==> src/design/ble_pkg.sv <==
// constants, carrier types and register map of the bit and logic execute block
package ble_pkg;

    // ----------------------------------------------------------------
    // instruction word fields and codes
    // ----------------------------------------------------------------
    localparam int unsigned BLE_IW = 12;
    localparam logic [5:0] BLE_OP_ADD = 6'h07; // add_acc_to_file
    localparam logic [5:0] BLE_OP_ANDF = 6'h05; // and_acc_with_file
    localparam logic [5:0] BLE_OP_MOVE_FILE_VALUE = 6'h08; // move_file_value
    localparam logic [3:0] BLE_OP_ANDL = 4'he; // and_literal_to_acc
    localparam logic [3:0] BLE_OP_BCLR = 4'h4; // bit_clear_in_file
    localparam logic [3:0] BLE_OP_BSET = 4'h5; // bit_set_in_file
    localparam logic [3:0] BLE_OP_SKC = 4'h6; // skip_if_bit_clear
    localparam logic [3:0] BLE_OP_SKS = 4'h7; // skip_if_bit_set
    localparam logic [11:0] BLE_OP_DIR = 12'h006; // load_direction_latches of the port
    localparam logic [11:0] BLE_OP_NOP = 12'h000; // no_operation

    // ----------------------------------------------------------------
    // special file addresses
    // ----------------------------------------------------------------
    localparam logic [4:0] BLE_FILE_TIMER = 5'h01; // timer_count_register
    localparam logic [4:0] BLE_FILE_PORT = 5'h06; // io_port_register

    // ----------------------------------------------------------------
    // bus register byte offsets
    // ----------------------------------------------------------------
    localparam logic [7:0] BLE_REG_CTRL = 8'h00;
    localparam logic [7:0] BLE_REG_ACC = 8'h04;
    localparam logic [7:0] BLE_REG_FLAGS = 8'h08;
    localparam logic [7:0] BLE_REG_STAT = 8'h0c;
    localparam logic [7:0] BLE_REG_PORT = 8'h10;
    localparam logic [7:0] BLE_REG_PRESC = 8'h14;

    // ----------------------------------------------------------------
    // field positions and reset values
    // ----------------------------------------------------------------
    localparam int unsigned BLE_CTRL_RUN = 0;
    localparam int unsigned BLE_CTRL_PRE_TMR = 1;
    localparam int unsigned BLE_STAT_SKIP = 2;
    localparam int unsigned BLE_STAT_UNSUP = 3;
    localparam logic [7:0] BLE_ACC_RST = 8'h00;
    localparam logic [7:0] BLE_LATCH_RST = 8'h00;
    localparam logic [7:0] BLE_DIR_RST = 8'hff;
    localparam logic [7:0] BLE_PRESC_RST = 8'h00;

    // status flags of the core
    typedef struct packed {
        logic zero;
        logic nibble_carry_flag;
        logic carry;
    } ble_flags_t;

    localparam ble_flags_t BLE_FLAGS_RST = 3'h0;

    // execute sequencer, one-hot
    typedef enum logic [1:0] {
        BLE_S_IDLE = 2'b01,
        BLE_S_EXEC = 2'b10
    } ble_state_t;

endpackage

==> src/design/ble_core.sv <==
// decode and execute core for add, and, bit and skip instructions
`timescale 1ns/1ps
module ble_core
(
    input wire logic clk_sys,
    input wire logic rst_n,
    // instruction stream from fetch
    input wire logic instr_valid,
    input wire logic [11:0] instr_word,
    output logic instr_ready,
    output logic instr_discard,
    output logic skip_taken,
    // io port pins
    input wire logic [7:0] port_pins,
    output logic [7:0] port_out,
    output logic [7:0] port_oe,
    output logic prescale_clear,
    // classic wishbone slave
    input wire logic wb_cyc,
    input wire logic wb_stb,
    input wire logic wb_we,
    input wire logic [7:0] wb_adr,
    input wire logic [3:0] wb_sel,
    input wire logic [31:0] wb_dat_w,
    output logic [31:0] wb_dat_r,
    output logic wb_ack
);

    // ----------------------------------------------------------------
    // state
    // ----------------------------------------------------------------
    ble_pkg::ble_state_t state;
    ble_pkg::ble_state_t next_state;
    logic [11:0] ir;
    logic [11:0] next_ir;
    logic skip_pend;
    logic next_skip_pend;
    logic discarded;
    logic next_discarded;
    logic [7:0] acc;
    logic [7:0] next_acc;
    ble_pkg::ble_flags_t flags;
    ble_pkg::ble_flags_t next_flags;
    logic [7:0] latch;
    logic [7:0] next_latch;
    logic [7:0] dir;
    logic [7:0] next_dir;
    logic [7:0] presc;
    logic [7:0] next_presc;
    logic ctl_run;
    logic next_ctl_run;
    logic ctl_pre_tmr;
    logic next_ctl_pre_tmr;
    logic unsup;
    logic next_unsup;
    logic next_discard;
    logic next_skip_taken;
    logic next_presc_clear;
    logic next_ack;
    logic [31:0] next_dat_r;

    // ----------------------------------------------------------------
    // decode
    // ----------------------------------------------------------------
    logic [4:0] fa;
    logic dbit;
    logic [2:0] bsel;
    logic [7:0] lit;
    logic [7:0] mask;
    logic [7:0] opnd;
    logic [8:0] sum9;
    logic [4:0] nib5;
    logic [7:0] mem_rd;
    logic is_add;
    logic is_andf;
    logic is_move_file_value;
    logic is_andl;
    logic is_bclr;
    logic is_bset;
    logic is_skc;
    logic is_sks;
    logic is_dir;
    logic is_nop;
    logic exec;
    logic accept;

    // instruction fields
    assign fa = ir[4:0];
    assign dbit = ir[5];
    assign bsel = ir[7:5];
    assign lit = ir[7:0];
    assign mask = 8'h01 << bsel;
    assign is_add = ir[11:6] == ble_pkg::BLE_OP_ADD;
    assign is_andf = ir[11:6] == ble_pkg::BLE_OP_ANDF;
    assign is_move_file_value = ir[11:6] == ble_pkg::BLE_OP_MOVE_FILE_VALUE;
    assign is_andl = ir[11:8] == ble_pkg::BLE_OP_ANDL;
    assign is_bclr = ir[11:8] == ble_pkg::BLE_OP_BCLR;
    assign is_bset = ir[11:8] == ble_pkg::BLE_OP_BSET;
    assign is_skc = ir[11:8] == ble_pkg::BLE_OP_SKC;
    assign is_sks = ir[11:8] == ble_pkg::BLE_OP_SKS;
    assign is_dir = ir == ble_pkg::BLE_OP_DIR;
    assign is_nop = ir == ble_pkg::BLE_OP_NOP;
    assign exec = state == ble_pkg::BLE_S_EXEC;
    assign accept = instr_valid && instr_ready;

    // port operand comes from the pins, not the output latch
    assign opnd = (fa == ble_pkg::BLE_FILE_PORT) ? port_pins : mem_rd;
    assign sum9 = {1'b0, acc} + {1'b0, opnd};
    assign nib5 = {1'b0, acc[3:0]} + {1'b0, opnd[3:0]};

    // handshake: one instruction taken per two cycles while running
    assign instr_ready = ctl_run && (state == ble_pkg::BLE_S_IDLE);
    assign port_out = latch;
    assign port_oe = ~dir;

    // ----------------------------------------------------------------
    // execute datapath
    // ----------------------------------------------------------------
    logic [7:0] res;
    logic to_acc;
    logic to_file;
    logic upd_z;
    logic upd_cdc;
    logic do_skip;
    logic mem_we;

    // result, destination and flag selection of the current instruction
    always_comb
    begin
        res = 8'h00;
        to_acc = 1'b0;
        to_file = 1'b0;
        upd_z = 1'b0;
        upd_cdc = 1'b0;
        do_skip = 1'b0;
        if (is_add)
        begin
            res = sum9[7:0];
            upd_z = 1'b1;
            upd_cdc = 1'b1;
            to_acc = !dbit;
            to_file = dbit;
        end
        else if (is_andf)
        begin
            res = acc & opnd;
            upd_z = 1'b1;
            to_acc = !dbit;
            to_file = dbit;
        end
        else if (is_move_file_value)
        begin
            res = opnd;
            upd_z = 1'b1;
            to_acc = !dbit;
            to_file = dbit;
        end
        else if (is_andl)
        begin
            res = acc & lit;
            upd_z = 1'b1;
            to_acc = 1'b1;
        end
        else if (is_bclr)
        begin
            res = opnd & ~mask;
            to_file = 1'b1;
        end
        else if (is_bset)
        begin
            res = opnd | mask;
            to_file = 1'b1;
        end
        else if (is_skc)
        begin
            do_skip = !opnd[bsel];
        end
        else if (is_sks)
        begin
            do_skip = opnd[bsel];
        end
    end

    assign mem_we = exec && to_file && (fa != ble_pkg::BLE_FILE_PORT);

    // file register storage
    ble_regfile u_regfile
    (
        .clk_sys(clk_sys),
        .rst_n(rst_n),
        .rd_addr(instr_word[4:0]),
        .rd_data(mem_rd),
        .wr_en(mem_we),
        .wr_addr(fa),
        .wr_data(res)
    );

    // ----------------------------------------------------------------
    // sequencer and core state
    // ----------------------------------------------------------------
    logic bus_hit;
    logic bus_wr;

    assign bus_hit = wb_cyc && wb_stb && !wb_ack;
    assign bus_wr = bus_hit && wb_we && wb_sel[0];

    // next values of sequencer, accumulator, flags, port and prescaler
    always_comb
    begin
        next_state = state;
        next_ir = ir;
        next_skip_pend = skip_pend;
        next_discarded = discarded;
        next_acc = acc;
        next_flags = flags;
        next_latch = latch;
        next_dir = dir;
        next_presc = ctl_run ? presc + 8'h01 : presc;
        next_unsup = unsup;
        next_discard = 1'b0;
        next_skip_taken = 1'b0;
        next_presc_clear = 1'b0;
        case (state)
            ble_pkg::BLE_S_IDLE:
            begin
                if (accept)
                begin
                    // a word fetched behind a taken skip runs as no_operation
                    next_ir = skip_pend ? ble_pkg::BLE_OP_NOP : instr_word;
                    next_discarded = skip_pend;
                    next_skip_pend = 1'b0;
                    next_state = ble_pkg::BLE_S_EXEC;
                end
            end
            ble_pkg::BLE_S_EXEC:
            begin
                next_state = ble_pkg::BLE_S_IDLE;
                next_discard = discarded;
                if (to_acc)
                begin
                    next_acc = res;
                end
                if (upd_z)
                begin
                    next_flags.zero = res == 8'h00;
                end
                if (upd_cdc)
                begin
                    next_flags.carry = sum9[8];
                    next_flags.nibble_carry_flag = nib5[4];
                end
                if (to_file && (fa == ble_pkg::BLE_FILE_PORT))
                begin
                    next_latch = res;
                end
                if (to_file && (fa == ble_pkg::BLE_FILE_TIMER) && ctl_pre_tmr)
                begin
                    next_presc = ble_pkg::BLE_PRESC_RST;
                    next_presc_clear = 1'b1;
                end
                if (is_dir)
                begin
                    next_dir = acc;
                end
                if (do_skip)
                begin
                    next_skip_pend = 1'b1;
                    next_skip_taken = 1'b1;
                end
                if (!(is_add || is_andf || is_move_file_value || is_andl || is_bclr || is_bset
                      || is_skc || is_sks || is_dir || is_nop))
                begin
                    next_unsup = 1'b1;
                end
            end
            default:
            begin
                next_state = ble_pkg::BLE_S_IDLE;
            end
        endcase
        // bus writes to acc and flags only land outside execute cycles
        if (bus_wr && !exec && (wb_adr == ble_pkg::BLE_REG_ACC))
        begin
            next_acc = wb_dat_w[7:0];
        end
        if (bus_wr && !exec && (wb_adr == ble_pkg::BLE_REG_FLAGS))
        begin
            next_flags = wb_dat_w[2:0];
        end
        // sticky unsupported bit: write one clears, a new event wins only while the bit is clear
        if (bus_wr && (wb_adr == ble_pkg::BLE_REG_STAT) && wb_dat_w[ble_pkg::BLE_STAT_UNSUP]
            && !(exec && next_unsup && !unsup))
        begin
            next_unsup = 1'b0;
        end
    end

    always_ff @(posedge clk_sys or negedge rst_n)
    begin
        if (!rst_n)
        begin
            state <= ble_pkg::BLE_S_IDLE;
            ir <= ble_pkg::BLE_OP_NOP;
            skip_pend <= 1'b0;
            discarded <= 1'b0;
            acc <= ble_pkg::BLE_ACC_RST;
            flags <= ble_pkg::BLE_FLAGS_RST;
            latch <= ble_pkg::BLE_LATCH_RST;
            dir <= ble_pkg::BLE_DIR_RST;
            presc <= ble_pkg::BLE_PRESC_RST;
            unsup <= 1'b0;
            instr_discard <= 1'b0;
            skip_taken <= 1'b0;
            prescale_clear <= 1'b0;
        end
        else
        begin
            state <= next_state;
            ir <= next_ir;
            skip_pend <= next_skip_pend;
            discarded <= next_discarded;
            acc <= next_acc;
            flags <= next_flags;
            latch <= next_latch;
            dir <= next_dir;
            presc <= next_presc;
            unsup <= next_unsup;
            instr_discard <= next_discard;
            skip_taken <= next_skip_taken;
            prescale_clear <= next_presc_clear;
        end
    end

    // ----------------------------------------------------------------
    // wishbone slave
    // ----------------------------------------------------------------

    // control bits, read mux and single-cycle acknowledge
    always_comb
    begin
        next_ctl_run = ctl_run;
        next_ctl_pre_tmr = ctl_pre_tmr;
        next_ack = bus_hit;
        next_dat_r = 32'h0000_0000;
        if (bus_wr && (wb_adr == ble_pkg::BLE_REG_CTRL))
        begin
            next_ctl_run = wb_dat_w[ble_pkg::BLE_CTRL_RUN];
            next_ctl_pre_tmr = wb_dat_w[ble_pkg::BLE_CTRL_PRE_TMR];
        end
        if (bus_hit && !wb_we)
        begin
            if (wb_adr == ble_pkg::BLE_REG_CTRL)
            begin
                next_dat_r = {30'h0000_0000, ctl_pre_tmr, ctl_run};
            end
            else if (wb_adr == ble_pkg::BLE_REG_ACC)
            begin
                next_dat_r = {24'h00_0000, acc};
            end
            else if (wb_adr == ble_pkg::BLE_REG_FLAGS)
            begin
                next_dat_r = {29'h0000_0000, flags};
            end
            else if (wb_adr == ble_pkg::BLE_REG_STAT)
            begin
                next_dat_r = {28'h000_0000, unsup, skip_pend, state};
            end
            else if (wb_adr == ble_pkg::BLE_REG_PORT)
            begin
                next_dat_r = {16'h0000, dir, latch};
            end
            else if (wb_adr == ble_pkg::BLE_REG_PRESC)
            begin
                next_dat_r = {24'h00_0000, presc};
            end
        end
    end

    always_ff @(posedge clk_sys or negedge rst_n)
    begin
        if (!rst_n)
        begin
            ctl_run <= 1'b0;
            ctl_pre_tmr <= 1'b0;
            wb_ack <= 1'b0;
            wb_dat_r <= 32'h0000_0000;
        end
        else
        begin
            ctl_run <= next_ctl_run;
            ctl_pre_tmr <= next_ctl_pre_tmr;
            wb_ack <= next_ack;
            wb_dat_r <= next_dat_r;
        end
    end
endmodule

==> src/design/ble_regfile.sv <==
// 32 x 8 file register memory with registered read data
`timescale 1ns/1ps
module ble_regfile
(
    input wire logic clk_sys,
    input wire logic rst_n,
    input wire logic [4:0] rd_addr,
    output logic [7:0] rd_data,
    input wire logic wr_en,
    input wire logic [4:0] wr_addr,
    input wire logic [7:0] wr_data
);

    logic [7:0] mem [0:31];
    logic [7:0] next_rd_data;

    // read port, data valid one edge after the address
    always_comb
    begin
        next_rd_data = mem[rd_addr];
    end

    always_ff @(posedge clk_sys or negedge rst_n)
    begin
        if (!rst_n)
        begin
            rd_data <= 8'h00;
        end
        else
        begin
            rd_data <= next_rd_data;
        end
    end

    // write port, storage carries no reset
    always_ff @(posedge clk_sys)
    begin
        if (wr_en)
        begin
            mem[wr_addr] <= wr_data;
        end
    end

endmodule

==> config.mk <==
export PLATFORM = sky130hd
export DESIGN_NAME = ble_core
export DESIGN_NICKNAME = d
export VERILOG_FILES = /design/src/design/ble_pkg.sv /design/src/design/ble_core.sv /design/src/design/ble_regfile.sv
export SDC_FILE = /design/constraint.sdc
export NUM_CORES = 1
export LEC_CHECK = 0
export BUFFER_PORTS_ARGS = -buffer_cell sky130_fd_sc_hd__buf_2
export CORE_MARGIN = 4
export CORE_UTILIZATION = 45
export CTS_BUF_LIST = sky130_fd_sc_hd__clkbuf_16
export DETAILED_ROUTE_END_ITERATION = 10
export PLACE_DENSITY = 0.72
export SLEW_MARGIN = 20
export SYNTH_ARGS = -nofsm -noshare
export SYNTH_HDL_FRONTEND = slang
export SYNTH_SLANG_ARGS = --single-unit
==> constraint.sdc <==
create_clock -name clk_sys -period 6 [get_ports clk_sys]
set_clock_uncertainty 0.05 [all_clocks]
set_input_delay 1.8 -clock clk_sys [delete_from_list [all_inputs] [get_ports clk_sys]]
set_output_delay 1.8 -clock clk_sys [all_outputs]
set_load 0.02 [all_outputs]
==> results of run 1 <==
registers in the layout, summed over array words and instances, names as in the netlist:
name / count
acc: 8
dir: 8
ctl_run: 1
ctl_pre_tmr: 1
unsup: 1
flags: 3
ir: 12
prescale_clear: 1
discarded: 1
skip_pend: 1
port_out: 8
u_regfile.rd_data: 8
state: 2
u_regfile.mem: 256
instr_discard: 1
wb_dat_r: 16
presc: 8
wb_ack: 1
skip_taken: 1
power breakdown:
group	internal, mW	switching, mW	leakage (nW)
clock network	1.16	0.869	0.571
registers	2.74	0.0223	3.32
logic	0.173	0.422	2.05
Yosys cell counts, types with 5 or more instances:
| cell | instances | share of area |
|---|---|---|
| a31oi_1 | 5 | 0.0022 |
| nand3_1 | 26 | 0.0089 |
| mux2i_1 | 9 | 0.0062 |
| dfrtp_1 | 73 | 0.13 |
| nand4_1 | 5 | 0.0022 |
| edfxtp_1 | 256 | 0.53 |
| buf_4 | 16 | 0.0083 |
| a22oi_1 | 14 | 0.0072 |
| a21oi_1 | 20 | 0.0069 |
| xnor2_1 | 6 | 0.0036 |
| and3_1 | 7 | 0.0030 |
| clkbuf_1 | 36 | 0.0093 |
| mux4_2 | 80 | 0.12 |
| o21ai_0 | 31 | 0.011 |
| nor2b_1 | 10 | 0.0043 |
| nand2_1 | 40 | 0.010 |
| nor3_1 | 9 | 0.0031 |
| xor2_1 | 6 | 0.0036 |
| nand3b_1 | 7 | 0.0036 |
| nor2_1 | 80 | 0.021 |
| dfstp_2 | 9 | 0.016 |
| inv_1 | 26 | 0.0067 |
| buf_1 | 8 | 0.0021 |
| nand2b_1 | 12 | 0.0052 |
| ha_1 | 9 | 0.0077 |
| a211oi_1 | 5 | 0.0026 |
| and2_1 | 16 | 0.0069 |
| mux2_2 | 30 | 0.023 |
worst max-delay path by stage:
stage | end | slack, ns | depth (start not counted)
2_1_floorplan | flags[2] | 1.22 | 12
3_3_place_gp | flags[2] | 0.88 | 12
3_5_place_dp | flags[2] | 0.82 | 12
4_1_cts | flags[2] | 1.36 | 12
5_1_grt | flags[2] | 1.16 | 12
6_report | flags[2] | 1.30 | 13
per-layer routing:
layer  part of all wire  track usage
met1               0.43        0.274
met2               0.47        0.285
met3              0.068       0.0339
met4              0.027       0.0601
met5                  0            0
cells by family after synthesis:
logic type | Yosys count | synth area share
other | 1 | 0.000258
adders and majority gates | 10 | 0.00912
and+or+nand+nor | 236 | 0.0817
xor gates and xnor gates | 12 | 0.00723
AOI/OAI and AO/OA | 109 | 0.0500
buffers and inverters | 89 | 0.0278
DFF | 338 | 0.671
muxes | 119 | 0.153
stage by stage:
| step | hold WS [ns] | cell area, um2 | total power, mW | instances |
|---|---|---|---|---|
| finish | 0.410 | 16400 | 5.39 | 1428 |
| global route | 0.422 | 16400 | 5.60 | 1428 |
| CTS | 0.409 | 16400 | 5.43 | 1428 |
| detailed placement | 0.404 | 15300 | 3.40 | 1366 |
| global placement | 0.398 | 15300 | 3.38 | 1366 |
| floorplan | 0.397 | 14600 | 3.16 | 937 |
layout make-up:
cell class,count,share of cell area
clock buffers,37,0.0564
clock inverters,25,0.0101
inverters,26,0.00595
multi-input cells,510,0.272
flip-flops and latches,338,0.594
well taps,402,0.0306
repair buffers,90,0.0304
==> impl_metrics.csv, run 1 <==
group,metric,value,unit
grt,grt_pass1_vias,8214,
cells_and_area,layout_common_cells,"256 x edfxtp_1, 80 x nor2_1, 80 x mux4_2",
routing,drtIter0Drc,802,
worst_setup_path,critPathMaxFanout,33,
cells_and_area,final_common_cell,"edfxtp_1",
clock_tree,clock-sinks,338,
yosys,synth_area_per_cell,15.9,um2
grt,grt_max_degree,83,
worst_setup_path,worstPathCellList,"buf_2 -> and3_1 -> a21o_1 -> ha_1 -> a21oi_1 -> o22ai_1 -> nor3_1 -> nor3_1 -> nor4_1 -> inv_1 -> buf_4 -> or4_1 -> o221ai_2",
yosys,ys_types,67,
routing,num_vias,8254,
placement,place_ws,0.819,ns
sta,period_share,0.783,
routing,wirelength,32600,um
sta,fin_ws,1.30,ns
floorplan,fp.coreArea,31700,um2
placement,gp_congestion,0.920,
cells_and_area,nets,1082,
clock_tree,clockBufferDepth,3,
clock_tree,clk_pin_slew,0.06,ns
worst_setup_path,r2r_start,"ir[3]",
cells_and_area,multi_input_area,4470,um2
yosys,ys_ff_latch,338,
hold_path,whs_endpoint,"wb_ack",
yosys,yosys_most_used_dff,"edfxtp_1",
status,status,"complete, no violations",
pwr,peakVddDrop,0.172,mV
hold_path,min_path_cells,1,
yosys,synth_edf_count,256,
cells_and_area,diodes,0,
yosys,synthCells,914,
yosys,async_flop_share,0.243,
cells_and_area,ff_latch_area,9750,um2
routing,drc,0,
clock_tree,cts_setup_buffers,0,
worst_setup_path,r2r_end,"flags[2]",
cells_and_area,layout-drive-gt1-share,0.257,
routing,dr.pass1.iters,5,
yosys,synth-warning-count,0,
sta,fmax,213,MHz
floorplan,die_y,188,um
worst_setup_path,cpMostUsedCell,"nor3_1",
floorplan,pin_count,123,
routing,wl_per_cell,22.8,um
sta,tns,0,ns
placement,port_buffers,79,
worst_setup_path,crit_family,"simple AND/OR/NAND/NOR gates",
worst_setup_path,slowest_delay,0.72,ns
clock_tree,cts-root-buf,"clkbuf_16",
yosys,synth_area,14500,um2
yosys,yosysSeqAreaShare,0.671,
worst_setup_path,cp.required,6.39,ns
clock_tree,cts_resized,0,
sta,tightest_slew,1.00,ns
worst_setup_path,ff2ff_path_depth,12,
worst_setup_path,start_kind,"primary input",
sta,setup_violations,0,
worst_setup_path,path_class,"in -> reg",
sta,grt_setup_unrepaired,"no",
worst_setup_path,arrival,5.09,ns
floorplan,chipWidth,188,um
floorplan,start_util,0.458,
grt,grt_use_total,0.186,
worst_setup_path,cp-startpoint,"port_pins[1]",
grt,grt_pass1_wl,50600,um
hold_path,hp-start,"wb_ack",
sta,relSlewSlack,0.332,
clock_tree,hold_buffers,0,
worst_setup_path,critPathBufInv,3,
clock_tree,numCtsBuffers,36,
pwr,p_leak,5.94,nW
hold_path,hp-class,"reg -> reg",
grt,overflow,0,
worst_setup_path,cp-end-kind,"flip-flop",
floorplan,rows,65,
clock_tree,clk_latency,0.53,ns
worst_setup_path,r2r_slack,1.39,ns
worst_setup_path,cp_slowest_cell,"nor4_1",
cells_and_area,syn_to_final_growth,12.9,%
grt,grt_antenna_before_repair,0,
sta,hold_viol_final,0,
floorplan,die-area,35300,um2
clock_tree,cts_max_level,2,
routing,viasPerCell,5.78,
clock_tree,cts_tree,"yes",
placement,dp_hpwl,21200,um
pwr,p_per_area,328,nW/um2
cells_and_area,fillers,2596,
cells_and_area,final_util,0.518,
job,drv_cap,0,
sta,drv_slew,0,
sta,fin_crit,4.70,ns
routing,ant_nets,0,
(Power assumes the default switching activity.)
==> inputs of run 2 (changes only) <==
Settings changed: PLACE_DENSITY 0.72 to 0.74.
Clock period 6 ns to 4.27 ns, I/O delays scaled along.
==> run 2 against run 1 <==
  * Sequential share of layout area fell by 0.94 points
  * Clock power rose by 47%
  * Largest power group unchanged
  * Largest cell class unchanged
  * Design area rose by 1.6%
==> impl_metrics.csv, run 2 (synthesis gave the netlist of run 1 again) <==
group,metric,value,unit
worst_setup_path,cp-startpoint,"ir[3]",
pwr,p_total,7.76,mW
sta,hold_viol_final,0,
worst_setup_path,cp.required,4.64,ns
sta,relSlewSlack,0.397,
pwr,p_leak,6.09,nW
floorplan,fp.coreArea,31700,um2
worst_setup_path,cp-end-kind,"flip-flop",
cells_and_area,ff_latch_area,9750,um2
placement,place_ws,-0.0221,ns
placement,dp_hpwl,22300,um
cells_and_area,regMostFlops,"u_regfile.mem",
worst_setup_path,path_class,"reg -> reg",
clock_tree,clk_latency,0.51,ns
sta,fmax,255,MHz
sta,fin_ws,0.350,ns
sta,setup_violations,0,
pwr,peakVddDrop,0.259,mV
grt,grt_pass1_vias,8480,
routing,viasPerCell,5.70,
sta,tightest_slew,0.903,ns
status,status,"complete, no violations",
cells_and_area,multi_input_area,4470,um2
sta,grt_setup_unrepaired,"no",
hold_path,hp-start,"wb_ack",
worst_setup_path,arrival,4.29,ns
sta,tns,0,ns
cells_and_area,layout-drive-gt1-share,0.282,
pwr,p_per_area,465,nW/um2
sta,fin_crit,3.92,ns
hold_path,hp-class,"reg -> reg",
clock_tree,cts_setup_buffers,0,
floorplan,chipWidth,188,um
floorplan,rows,65,
clock_tree,cts_tree,"yes",
cells_and_area,nets,1108,
routing,wirelength,32000,um
floorplan,start_util,0.458,
worst_setup_path,r2r_start,"ir[3]",
routing,wl_per_cell,22.0,um
routing,dr.pass1.iters,6,
clock_tree,cts_max_level,2,
placement,gp_congestion,0.923,
job,drv_cap,0,
cells_and_area,largest_reg_flops,256,
routing,ant_nets,0,
grt,grt_pass1_wl,49600,um
clock_tree,numCtsBuffers,35,
clock_tree,cts-root-buf,"clkbuf_16",
floorplan,die_y,188,um
placement,dp.cells,1393,
routing,drtIter0Drc,653,
clock_tree,clock-sinks,338,
routing,drc,0,
worst_setup_path,critPathMaxFanout,2,
cells_and_area,reg_top3,"u_regfile.mem x256, wb_dat_r x16, ir x12",
placement,port_buffers,79,
sta,drv_slew,0,
clock_tree,clk_pin_slew,0.06,ns
routing,num_vias,8282,
grt,grt_max_degree,83,
clock_tree,clockBufferDepth,3,
floorplan,pin_count,123,
sta,hold_ws,0.425,ns
cells_and_area,diodes,0,
cells_and_area,final_common_cell,"edfxtp_1",
cells_and_area,fillers,2544,
sta,period_share,0.918,
grt,grt_antenna_before_repair,1,
cells_and_area,layout.cells.non_filler,1454,
cells_and_area,syn_to_final_growth,14.7,%
floorplan,die-area,35300,um2
grt,overflow,0,
cells_and_area,layout_common_cells,"256 x edfxtp_1, 80 x nor2_1, 80 x mux4_2",
grt,grt_use_total,0.181,
worst_setup_path,start_kind,"flip-flop",
[run 2: path summary, 6_finish.rpt]
kind | end | slack [ns] | cells past startpoint
setup / recovery | flags[2] | 0.35 | 13
hold / removal | wb_ack | 0.42 | 1
setup reg to reg | flags[2] | 0.35 | 13
hold reg to reg | wb_ack | 0.42 | 1
max in group asynchronous | presc[2] | 2.89 | 1
min in group asynchronous | wb_dat_r[4] | 0.75 | 1
[run 2: final cells by class]
cell class              count  share of cell area
flip-flops and latches    338               0.585
multi-input cells         510               0.268
clock buffers              36              0.0540
repair buffers            117              0.0436
well taps                 402              0.0302
clock inverters            25              0.0137
inverters                  26             0.00585
[run 2: worst max-delay path, stage by stage (launching register included)]
cell and delay, ns:
dfrtp_1 0.38, or3b_1 0.40, o21ai_1 0.28, nand2_1 0.13
ha_1 0.23, fa_1 0.46, a211oi_1 0.30, nor3_1 0.13
o22ai_1 0.22, xnor2_1 0.09, a211oi_1 0.34, inv_1 0.11
or4_1 0.55, o221ai_2 0.17
[run 2: stage by stage]
step                      cell area, um2   util
final                              16700  0.526
after CTS                          16700  0.526
after floorplan                    14600      -
after global placement             15500  0.490
after detailed placement           15500  0.490
after global routing               16700  0.526
[run 2: layer usage]
layer,vias to the layer above,wire length [um],global-route usage
li1,3727,-,-
met1,4149,13100,0.243
met2,336,15800,0.307
met3,68,2190,0.0303
met4,2,906,0.0542
met5,-,13,0
[run 2: report_power, final]
| group | total (mW) | leakage [nW] | switching (mW) | internal (mW) |
|---|---|---|---|---|
| registers | 3.87 | 3.32 | 0.0286 | 3.84 |
| clock network | 2.99 | 0.571 | 1.22 | 1.77 |
| logic | 0.897 | 2.19 | 0.591 | 0.306 |
[run 2: timing repair]
action / CTS / global route
setup endpoints to repair: 0 / 1
gates resized for setup: 0 / 2
hold buffers: 0 / 0
hold endpoints to repair: 0 / 0
==> inputs of run 3 (changes only) <==
Settings changed: CORE_ASPECT_RATIO set to 1.25.
==> run 3 against run 2 <==
  * Wire length is 0.16% lower
  * Setup slack better by 0.0019 ns
  * Hold slack worse by 0.016 ns
  * Critical endpoint unchanged
  * Highest routed layer is now met4
==> impl_metrics.csv, run 3 (synthesis gave the netlist of run 1 again) <==
group,metric,value,unit
routing,ant_nets,0,
floorplan,start_util,0.456,
sta,period_share,0.918,
sta,fin_crit,3.92,ns
cells_and_area,final_util,0.517,
sta,fmax,255,MHz
clock_tree,hold_buffers,0,
grt,overflow,0,
worst_setup_path,arrival,4.34,ns
worst_setup_path,critPathMaxFanout,3,
cells_and_area,diodes,0,
cells_and_area,regMostFlops,"u_regfile.mem",
pwr,peakVddDrop,0.298,mV
cells_and_area,final_common_cell,"edfxtp_1",
floorplan,fp.coreArea,31900,um2
status,status,"complete, no violations",
hold_path,min_path_cells,1,
worst_setup_path,path_class,"reg -> reg",
worst_setup_path,r2r_end,"flags[2]",
clock_tree,numCtsBuffers,30,
routing,viasPerCell,5.62,
cells_and_area,reg_top3,"u_regfile.mem x256, wb_dat_r x16, ir x12",
cells_and_area,syn_to_final_growth,13.4,%
floorplan,die_y,209,um
sta,hold_viol_final,0,
pwr,p_leak,5.99,nW
hold_path,hp-class,"reg -> reg",
sta,grt_setup_unrepaired,"no",
pwr,p_total,7.37,mW
worst_setup_path,r2r_slack,0.35,ns
clock_tree,cts_max_level,1,
floorplan,pin_count,123,
clock_tree,cts_resized,0,
worst_setup_path,cp-end-kind,"flip-flop",
grt,grt_pass1_vias,8333,
grt,grt_use_total,0.181,
placement,dp_hpwl,22000,um
clock_tree,clk_pin_slew,0.07,ns
cells_and_area,layout_common_cells,"256 x edfxtp_1, 80 x nor2_1, 80 x mux4_2",
sta,drv_slew,0,
hold_path,hp-start,"wb_ack",
floorplan,chipWidth,169,um
clock_tree,cts_setup_buffers,0,
routing,drtIter0Drc,790,
grt,grt_antenna_before_repair,0,
routing,num_vias,8163,
cells_and_area,layout-drive-gt1-share,0.273,
clock_tree,clockBufferDepth,3,
routing,drc,0,
hold_path,whs_endpoint,"wb_ack",
sta,tightest_slew,0.993,ns
worst_setup_path,r2r_start,"ir[3]",
grt,grt_max_degree,83,
sta,tns,0,ns
sta,relSlewSlack,0.337,
cells_and_area,largest_reg_flops,256,
routing,dr.pass1.iters,5,
floorplan,rows,73,
clock_tree,clock-sinks,338,
job,drv_cap,0,
placement,port_buffers,79,
clock_tree,clk_latency,0.57,ns
worst_setup_path,start_kind,"flip-flop",
routing,wirelength,31900,um
clock_tree,cts-root-buf,"clkbuf_16",
routing,wl_per_cell,22.0,um
worst_setup_path,cp.required,4.69,ns
floorplan,die-area,35300,um2
placement,gp_congestion,0.932,
cells_and_area,nets,1099,
pwr,p_per_area,447,nW/um2
sta,setup_violations,0,
worst_setup_path,ff2ff_path_depth,14,
clock_tree,cts_tree,"yes",
grt,grt_pass1_wl,49300,um
[run 3: cell types whose count changed in the layout (fill, tap and decap cells not counted), sizes merged]
cell | before | now
buf | 117 | 113
bufinv | 4 | 2
clkbuf | 36 | 32
clkinv | 15 | 9
clkinvlp | 1 | 2
inv | 31 | 34
[run 3: power by group]
| part | internal (mW) | total, mW | switching (mW) |
|---|---|---|---|
| Combinational | 0.300 | 0.896 | 0.596 |
| Sequential | 3.84 | 3.86 | 0.0238 |
| Clock | 1.46 | 2.61 | 1.15 |
[run 3: metrics by stage]
stage          setup WS [ns]  cell area (um2)  hold WS (ns)  std cells
6_report               0.352            16500         0.409       1452
5_1_grt               0.0746            16500         0.464       1452
4_1_cts                0.360            16500         0.409       1452
3_5_place_dp          0.0362            15500         0.399       1399
3_3_place_gp          0.0458            15500         0.401       1399
2_1_floorplan        0.00490            14600         0.397        937
[run 3: worst max-delay path by stage]
stage	cells after the start	slack, ns	endpoint	start
2_1_floorplan	12	0.005	flags[2]	port_pins[0]
3_3_place_gp	14	0.05	flags[2]	port_pins[0]
3_5_place_dp	14	0.04	flags[2]	port_pins[0]
4_1_cts	14	0.36	flags[2]	ir[3]
5_1_grt	14	0.07	flags[2]	ir[3]
6_report	14	0.35	flags[2]	ir[3]
[run 3: area by class of cell]
cell class / count / area (um2)
fillers: 2516 / 15400
well taps: 412 / 515
clock inverters: 21 / 146
inverters: 26 / 97.6
flip-flops and latches: 338 / 9750
clock buffers: 32 / 801
repair buffers: 113 / 709
multi-input cells: 510 / 4470
[run 3: per-layer routing]
metal,part of all wire,routed length (um),vias up,global-route usage
li1,-,-,3696,-
met1,0.38,12000,4089,0.225
met3,0.056,1800,72,0.0225
met5,0,0,-,0
met4,0.041,1320,0,0.0739
met2,0.53,16800,306,0.320
[run 3: critical path: stages (launching register included)]
cell and delay [ns]:
dfrtp_1 0.37, or3b_1 0.39, o21ai_0 0.31, nand2_1 0.13
ha_1 0.23, fa_1 0.44, a211oi_1 0.24, buf_4 0.16
nor3_1 0.05, o22ai_1 0.22, xnor2_1 0.10, a211oi_1 0.32
inv_1 0.10, or4_1 0.54, o221ai_2 0.18
